`src/scl_pkg.sv`:
```
// Package for the synthesizer calibration and lock control block
package scl_pkg;
    localparam int          WORD_W        = 16;
    localparam int          PUMP_W        = 4;
    localparam int          SWEEP_W       = 4;
    localparam int          FRAC_DEN_LOG2 = 13;              // 8192
    localparam logic [1:0]  DIV_LOW_BAND  = 2'h1;            // Divider code for divide by 4
    localparam logic [1:0]  DIV_HIGH_BAND = 2'h0;            // Divider code for divide by 2
    localparam logic [3:0]  LOCK_SEL_LOCK = 4'h2;
    localparam logic [3:0]  LOCK_SEL_CAL  = 4'h5;
    localparam logic [3:0]  PUMP_RESET    = 4'h8;
    localparam logic [7:0]  LOOP_BW_RESET = 8'h9e;
    localparam int          CLK_HZ        = 20_000_000;
    // Calibration wait times at the lowest reference, in ms
    localparam int          WAIT_MS_0     = 49;
    localparam int          WAIT_MS_1     = 60;
    localparam int          WAIT_MS_2     = 71;
    localparam int          WAIT_MS_3     = 109;
    localparam int          CYC_PER_MS    = CLK_HZ / 1000;

    typedef enum logic [1:0] {SCL_IDLE, SCL_SWEEP, SCL_SETTLE, SCL_DONE} scl_state_e;

    typedef struct packed {
        logic                start;
        logic                dual;
        logic                target_b;
        logic [2:0]          target_volt;
        logic [1:0]          wait_sel;
    } scl_cal_ctrl_s;

    typedef struct packed {
        logic                done;
        logic                locked;
        logic [PUMP_W-1:0]   pump_code;
    } scl_status_s;
endpackage

```
`src/scl_result_mem.sv`:
```
// Two-entry calibration result store, one per frequency set
`timescale 1ns/1ns
`default_nettype none
module scl_result_mem #(
    parameter int W = 4
) (
    input  wire logic         clk,
    input  wire logic         reset_n,
    input  wire logic         wr_en,
    input  wire logic         wr_both,
    input  wire logic         wr_sel,
    input  wire logic [W-1:0] wr_data,
    input  wire logic         rd_sel,
    output logic      [W-1:0] rd_data
);
    logic [W-1:0] mem_reg [2];

    always_ff @(posedge clk) begin
        if (!reset_n) begin
            mem_reg[0] <= W'(scl_pkg::PUMP_RESET);
            mem_reg[1] <= W'(scl_pkg::PUMP_RESET);
            rd_data    <= W'(scl_pkg::PUMP_RESET);
        end else begin
            if (wr_en && (wr_both || !wr_sel)) mem_reg[0] <= wr_data;
            if (wr_en && (wr_both || wr_sel))  mem_reg[1] <= wr_data;
            rd_data <= mem_reg[rd_sel];
        end
    end
endmodule // scl_result_mem
`default_nettype wire

```
`src/scl_synth_ctrl.sv`:
```
// Synthesizer band, frequency word and self-calibration sequencer
`timescale 1ns/1ns
`default_nettype none
module scl_synth_ctrl #(
    parameter int WAIT_CYC_0 = scl_pkg::WAIT_MS_0 * scl_pkg::CYC_PER_MS,
    parameter int WAIT_CYC_1 = scl_pkg::WAIT_MS_1 * scl_pkg::CYC_PER_MS,
    parameter int WAIT_CYC_2 = scl_pkg::WAIT_MS_2 * scl_pkg::CYC_PER_MS,
    parameter int WAIT_CYC_3 = scl_pkg::WAIT_MS_3 * scl_pkg::CYC_PER_MS
) (
    input  wire logic                          clk,
    input  wire logic                          reset_n,
    input  wire logic                          band_choice_bit,
    input  wire logic [scl_pkg::WORD_W-1:0]    synth_word,
    input  wire logic                          fractional_bit_a,
    input  wire logic                          active_set_b,
    input  wire scl_pkg::scl_cal_ctrl_s        cal_ctrl,
    input  wire logic [scl_pkg::SWEEP_W-1:0]   vco_sensitivity,
    input  wire logic                          pll_phase_locked,
    input  wire logic [7:0]                    loop_bw_setting,
    input  wire logic [3:0]                    lock_pin_sel,
    output scl_pkg::scl_status_s               status,
    output logic [scl_pkg::WORD_W+1:0]         vco_mult_word,
    output logic [1:0]                         out_div_shift,
    output logic [2:0]                         vco_target_voltage_sel,
    output logic [7:0]                         loop_gain_code,
    output logic                               cal_busy,
    output logic                               lock_pin
);
    scl_pkg::scl_state_e      state_reg, state_next;
    logic [31:0]              cnt_reg, cnt_next;
    logic                     done_reg, locked_reg, busy_reg, pin_reg;
    logic                     set_reg, dual_reg;
    logic [scl_pkg::WORD_W+1:0] mult_reg;
    logic [1:0]               div_reg;
    logic [2:0]               tgt_reg;
    logic [7:0]               gain_reg;
    logic [3:0]               pump_sel;
    logic [3:0]               pump_rd;
    logic                     wr_en;

    // Wait in cycles for a two-bit code
    function automatic logic [31:0] wait_cycles(input logic [1:0] code);
        case (code)
            2'h0:    wait_cycles = 32'(WAIT_CYC_0);
            2'h1:    wait_cycles = 32'(WAIT_CYC_1);
            2'h2:    wait_cycles = 32'(WAIT_CYC_2);
            default: wait_cycles = 32'(WAIT_CYC_3);
        endcase
    endfunction

    assign pump_sel = ~vco_sensitivity;
    assign wr_en    = (state_reg == scl_pkg::SCL_DONE);

    scl_result_mem #(.W(scl_pkg::PUMP_W)) u_mem (
        .clk     (clk),
        .reset_n (reset_n),
        .wr_en   (wr_en),
        .wr_both (dual_reg),
        .wr_sel  (set_reg),
        .wr_data (pump_sel),
        .rd_sel  (active_set_b),
        .rd_data (pump_rd)
    );

    always_comb begin
        state_next = state_reg;
        cnt_next   = cnt_reg;
        case (state_reg)
            scl_pkg::SCL_IDLE: begin
                if (cal_ctrl.start) begin
                    state_next = scl_pkg::SCL_SWEEP;
                    cnt_next   = wait_cycles(cal_ctrl.wait_sel);
                end
            end
            scl_pkg::SCL_SWEEP: begin
                state_next = scl_pkg::SCL_SETTLE;
            end
            scl_pkg::SCL_SETTLE: begin
                if (cnt_reg <= 32'h2) state_next = scl_pkg::SCL_DONE;
                else cnt_next = cnt_reg - 32'h1;
            end
            default: state_next = scl_pkg::SCL_IDLE;
        endcase
    end

    always_ff @(posedge clk) begin
        if (!reset_n) begin
            state_reg <= scl_pkg::SCL_IDLE;
            cnt_reg   <= 32'h0;
            set_reg   <= 1'b0;
            dual_reg  <= 1'b0;
        end else begin
            state_reg <= state_next;
            cnt_reg   <= cnt_next;
            // Latched at the take so a host change mid-run cannot misroute the result
            if (state_reg == scl_pkg::SCL_IDLE && cal_ctrl.start) begin
                set_reg  <= cal_ctrl.target_b;
                dual_reg <= cal_ctrl.dual;
            end
        end
    end

    // done flag; a new trigger clears it
    always_ff @(posedge clk) begin
        if (!reset_n) begin
            done_reg <= 1'b0;
            busy_reg <= 1'b0;
        end else begin
            busy_reg <= (state_next != scl_pkg::SCL_IDLE);
            if (state_reg == scl_pkg::SCL_DONE) done_reg <= 1'b1;
            else if (state_reg == scl_pkg::SCL_IDLE && cal_ctrl.start) done_reg <= 1'b0;
        end
    end

    always_ff @(posedge clk) begin
        if (!reset_n) begin
            mult_reg   <= '0;
            div_reg    <= scl_pkg::DIV_HIGH_BAND;
            tgt_reg    <= 3'h0;
            gain_reg   <= scl_pkg::LOOP_BW_RESET;
            locked_reg <= 1'b0;
            pin_reg    <= 1'b0;
        end else begin
            // 6*8192 + 2*word + fractional_bit_a, in half-LSB units
            mult_reg   <= (scl_pkg::WORD_W+2)'(3 << (scl_pkg::FRAC_DEN_LOG2 + 1))
                        + {1'b0, synth_word, fractional_bit_a};
            div_reg    <= band_choice_bit ? scl_pkg::DIV_LOW_BAND : scl_pkg::DIV_HIGH_BAND;
            tgt_reg    <= cal_ctrl.target_volt;
            gain_reg   <= loop_bw_setting;
            locked_reg <= pll_phase_locked && !busy_reg;
            if (lock_pin_sel == scl_pkg::LOCK_SEL_CAL) pin_reg <= done_reg;
            else if (lock_pin_sel == scl_pkg::LOCK_SEL_LOCK) pin_reg <= locked_reg;
            else pin_reg <= 1'b0;
        end
    end

    assign status           = '{done: done_reg, locked: locked_reg, pump_code: pump_rd};
    assign vco_mult_word    = mult_reg;
    assign out_div_shift    = div_reg;
    assign vco_target_voltage_sel = tgt_reg;
    assign loop_gain_code   = gain_reg;
    assign cal_busy         = busy_reg;
    assign lock_pin         = pin_reg;
endmodule // scl_synth_ctrl
`default_nettype wire

```
`config.mk`:
```
export PLATFORM = sky130hd
export DESIGN_NAME = scl_synth_ctrl
export DESIGN_NICKNAME = d
export VERILOG_FILES = /design/src/scl_pkg.sv /design/src/scl_result_mem.sv /design/src/scl_synth_ctrl.sv
export SDC_FILE = /design/constraint.sdc
export NUM_CORES = 1
export LEC_CHECK = 0
export BUFFER_PORTS_ARGS = -buffer_cell sky130_fd_sc_hd__buf_4
export CORE_ASPECT_RATIO = 0.75
export CORE_MARGIN = 4
export CORE_UTILIZATION = 45
export DETAILED_ROUTE_END_ITERATION = 6
export PLACE_DENSITY = 0.69
export SLEW_MARGIN = 5
export SYNTH_ARGS = -nofsm -noshare
export SYNTH_HDL_FRONTEND = slang
export SYNTH_SLANG_ARGS = --single-unit
```
`constraint.sdc`:
```
create_clock -name clk -period 3.82 [get_ports clk]
set_clock_uncertainty 0.15 [all_clocks]
set_input_delay 0 -clock clk [delete_from_list [all_inputs] [get_ports clk]]
set_output_delay 0 -clock clk [all_outputs]
set_load 0.1 [all_outputs]
```
==> flow_summary_export.csv <==
group,metric,value,unit
sta,final_max_slew_viol_count,0,
floorplanning,num_rows,27,
setup_path,critPathLaunchType,"register",
sta,hold_viol_final,0,
layout,drive_above_1_share,19.3,%
placement,hpwl,6060,µm
floorplanning,initial_core_util,47.6,%
floorplanning,ios,85,
placement,preCtsSetupSlack,1310,ps
layout,post-route-util,68.8,%
global_route,grt_pass1_vias,3464,
layout,largest_reg_flops,32,
sta,clock.fmax,0.368,GHz
sta,grt_setup_unrepaired,"false",
min_path,whs_endpoint,"cnt_reg[14]$_SDFFE_PN0P_",
yosys,yosysWarnings,0,
yosys,synth-seq-cells,82,
layout,syn_to_final_growth,44.5,%
pwr,p_per_area,539,mW/mm²
floorplanning,die_h,85.3,µm
yosys,synth_seq_area_share,48.0,%
flow_run,drv_cap,0,
setup_path,critical_path_class,"reg -> reg",
setup_path,crit_family,"simple AND/OR/NAND/NOR gates",
floorplanning,dieArea,0.00948,mm²
sta,fin_crit_sh,71.1,%
setup_path,critPathArrivalTime,2830,ps
drt,drtPass1Iterations,5,
sta,tightest_slew,1000,ps
clock_network,cts.sinks,82,
yosys,synthArstFlopShare,0,%
global_route,grt_max_degree,47,
setup_path,cp_cell_sequence,"nor4_1 > nand3_1 > o41ai_4 > buf_4 > o21ai_1 > a21oi_1",
pwr,finalPower,2.79,mW
sta,tns,0,ps
setup_path,cp_max_fo,24,
floorplanning,die_w,111,µm
yosys,synth_area_leaders,"dfxtp_1 (41%), edfxtp_1 (6.7%), ha_1 (4.9%)",
min_path,min_from,"cal_ctrl[1]",
yosys,synth_flop_cell,"dfxtp_1",
sta,setup_viol,0,
layout,layout.nets,604,
clock_network,clk-insertion-delay-late,360,ps
clock_network,post_cts_resized,0,
setup_path,timing.rr.end,"cnt_reg[6]$_SDFFE_PN0P_",
global_route,grt_antenna_before_repair,1,
setup_path,crit_slowest_cell,"nor4_1",
drt,vias,3460,
setup_path,path_buf_inv,1,
global_route,grt_use_total,22.2,%
drt,wl_per_cell,15.8,µm
drt,routed_via_density,5.31,
layout,instances_no_fill,651,
drt,drt-total-wl,10300,µm
yosys,synth_cell_types,47,
yosys,synth_enable_flop_cells,8,
drt,drt_iter0_markers,211,
placement,placed_cells,558,
yosys,synth_most_common_cell,"dfxtp_1",
setup_path,reg2reg_depth,6,
drt,route.detailed.drc,0,
clock_network,cts_tree,"built",
placement,io_buffers,83,
sta,max-slew-margin-rel,33.1,%
placement,place_congestion,0.772,
setup_path,r2r_setup_slack,1100,ps
global_route,overflow,0,
setup_path,cp.depth,6,
yosys,synth_top_area_cell,"dfxtp_1",
yosys,netlist_area,0.00359,mm²
global_route,grt_pass1_wl,17200,µm
layout,fillers,563,
setup_path,end_kind,"register",
pwr,irDropWorstVdd,0.000254,V
clock_network,root_buffer,"clkbuf_8",
clock_network,clockBufferDepth,2,
run_status,status,"finished, final reports clean",
clock_network,clk_pin_slew,90,ps
yosys,synth.net_count,454,
yosys,synth.avg_cell_area,9.10,µm²
yosys,yosys.area.top_type_share,41.3,%
drt,postRouteAntennaNets,0,
min_path,hold_depth,5,
setup_path,critPathMaxStageDelay,620,ps
sta,timing.final.crit_period,2720,ps
yosys,synthTopCellsByCount,"dfxtp_1 (74), a21oi_1 (34), nand2_1 (32), nor2_1 (24), and2_1 (21)",
clock_network,ctsHtreeMaxLevel,3,
clock_network,cts_buffers,9,
setup_path,crit_required,3930,ps
pwr,p_leak,2.19,nW
floorplanning,core-area,0.00753,mm²
sta,layout_setup_ws,1100,ps
min_path,hold_class,"in -> reg",
yosys,syn_inst,394,
setup_path,r2r-start,"cnt_reg[8]$_SDFFE_PN0P_",
## cell families (layout without fill, tap and decap cells)
logic type,Yosys count,after routing,share of synthesized area [%]
xor+xnor,1,1,0.244
other cells,1,2,0.105
mux,7,7,1.95
flops,82,82,48.0
fa+ha+maj,14,14,4.88
buf+inv,40,195,5.27
simple gates,151,151,22.2
compound gates,98,98,17.3
## worst max-delay path by stage
stage,startpoint,to,slack [ps]
global route,cnt_reg[8]$_SDFFE_PN0P_,cnt_reg[6]$_SDFFE_PN0P_,1010
detailed placement,cnt_reg[2]$_SDFFE_PN0P_,cnt_reg[27]$_SDFFE_PN0P_,1310
floorplan,state_reg[0]$_SDFF_PN0_,cnt_reg[29]$_SDFFE_PN0P_,1480
CTS,cnt_reg[2]$_SDFFE_PN0P_,cnt_reg[25]$_SDFFE_PN0P_,1210
finish,cnt_reg[8]$_SDFFE_PN0P_,cnt_reg[6]$_SDFFE_PN0P_,1100
global placement,cnt_reg[8]$_SDFFE_PN0P_,cnt_reg[1]$_SDFFE_PN0P_,1340
## layer usage
metal / up-vias / global-route usage, % / wire [µm] / part of all wire [%]
li1: 1706 / - / - / -
met1: 1597 / 27.5 / 4290 / 42
met2: 135 / 38.2 / 5080 / 49
met3: 22 / 5.63 / 674 / 6.6
met4: 0 / 7.18 / 233 / 2.3
met5: - / 0 / 0 / 0
## metrics by stage
step	hold WS, ps	instance area (µm²)
final	27.5	5180
after global routing	77.9	5180
after CTS	1.54	5180
after detailed placement	19.8	4240
after global placement	12.7	4240
after floorplan	-77.6	3590
## worst reg2reg max path, cell delays in order (launching register included)
cell	delay [ps]
dfxtp_1	380
nor4_1	620
nand3_1	400
o41ai_4	420
buf_4	330
o21ai_1	140
a21oi_1	180
## report_power, final
group | switching (mW) | leakage [nW] | total, mW | internal [mW]
clock | 0.330 | 0.0835 | 0.573 | 0.243
sequential | 0.0857 | 0.685 | 1.05 | 0.969
combinational | 0.785 | 1.42 | 1.17 | 0.380
total | 1.20 | 2.19 | 2.79 | 1.59
## layout make-up
class,count,area [µm²],area share (%)
clock inverter,6,50.0,0.966
sequential,82,1720,33.2
timing repair buffer,164,1420,27.4
tap,101,126,2.44
clock buffer,10,128,2.46
antenna,1,2.50,0.0483
multi-input combinational,272,1680,32.3
inverter,15,56.3,1.09
## placed cells by master, fill, tap and decap left out, types with 4 or more instances in the layout
cell           instances
o21ai_0               12
mux2i_1                7
nand2b_1               9
o21ai_1               11
dfxtp_1               74
or3_1                  8
a21oi_1               34
a21o_1                 6
nand4_1                4
dlygate4sd3_1         76
clkbuf_8               9
nand3_1               12
nor3_1                11
o31ai_1               10
a31oi_1                7
and2_1                21
ha_1                  14
nor2_1                24
nand2_1               32
or4_1                  8
edfxtp_1               8
inv_1                 15
buf_4                 88
nor4_1                12
## repair_timing
| item | in CTS | in global routing |
|---|---|---|
| buffers inserted | 0 | 0 |
| endpoints found under the setup margin | 0 | 0 |
| hold buffers | 76 | 0 |
| endpoints found under the hold margin | 57 | 0 |
Note: power is estimated with default switching activity, not from simulation.
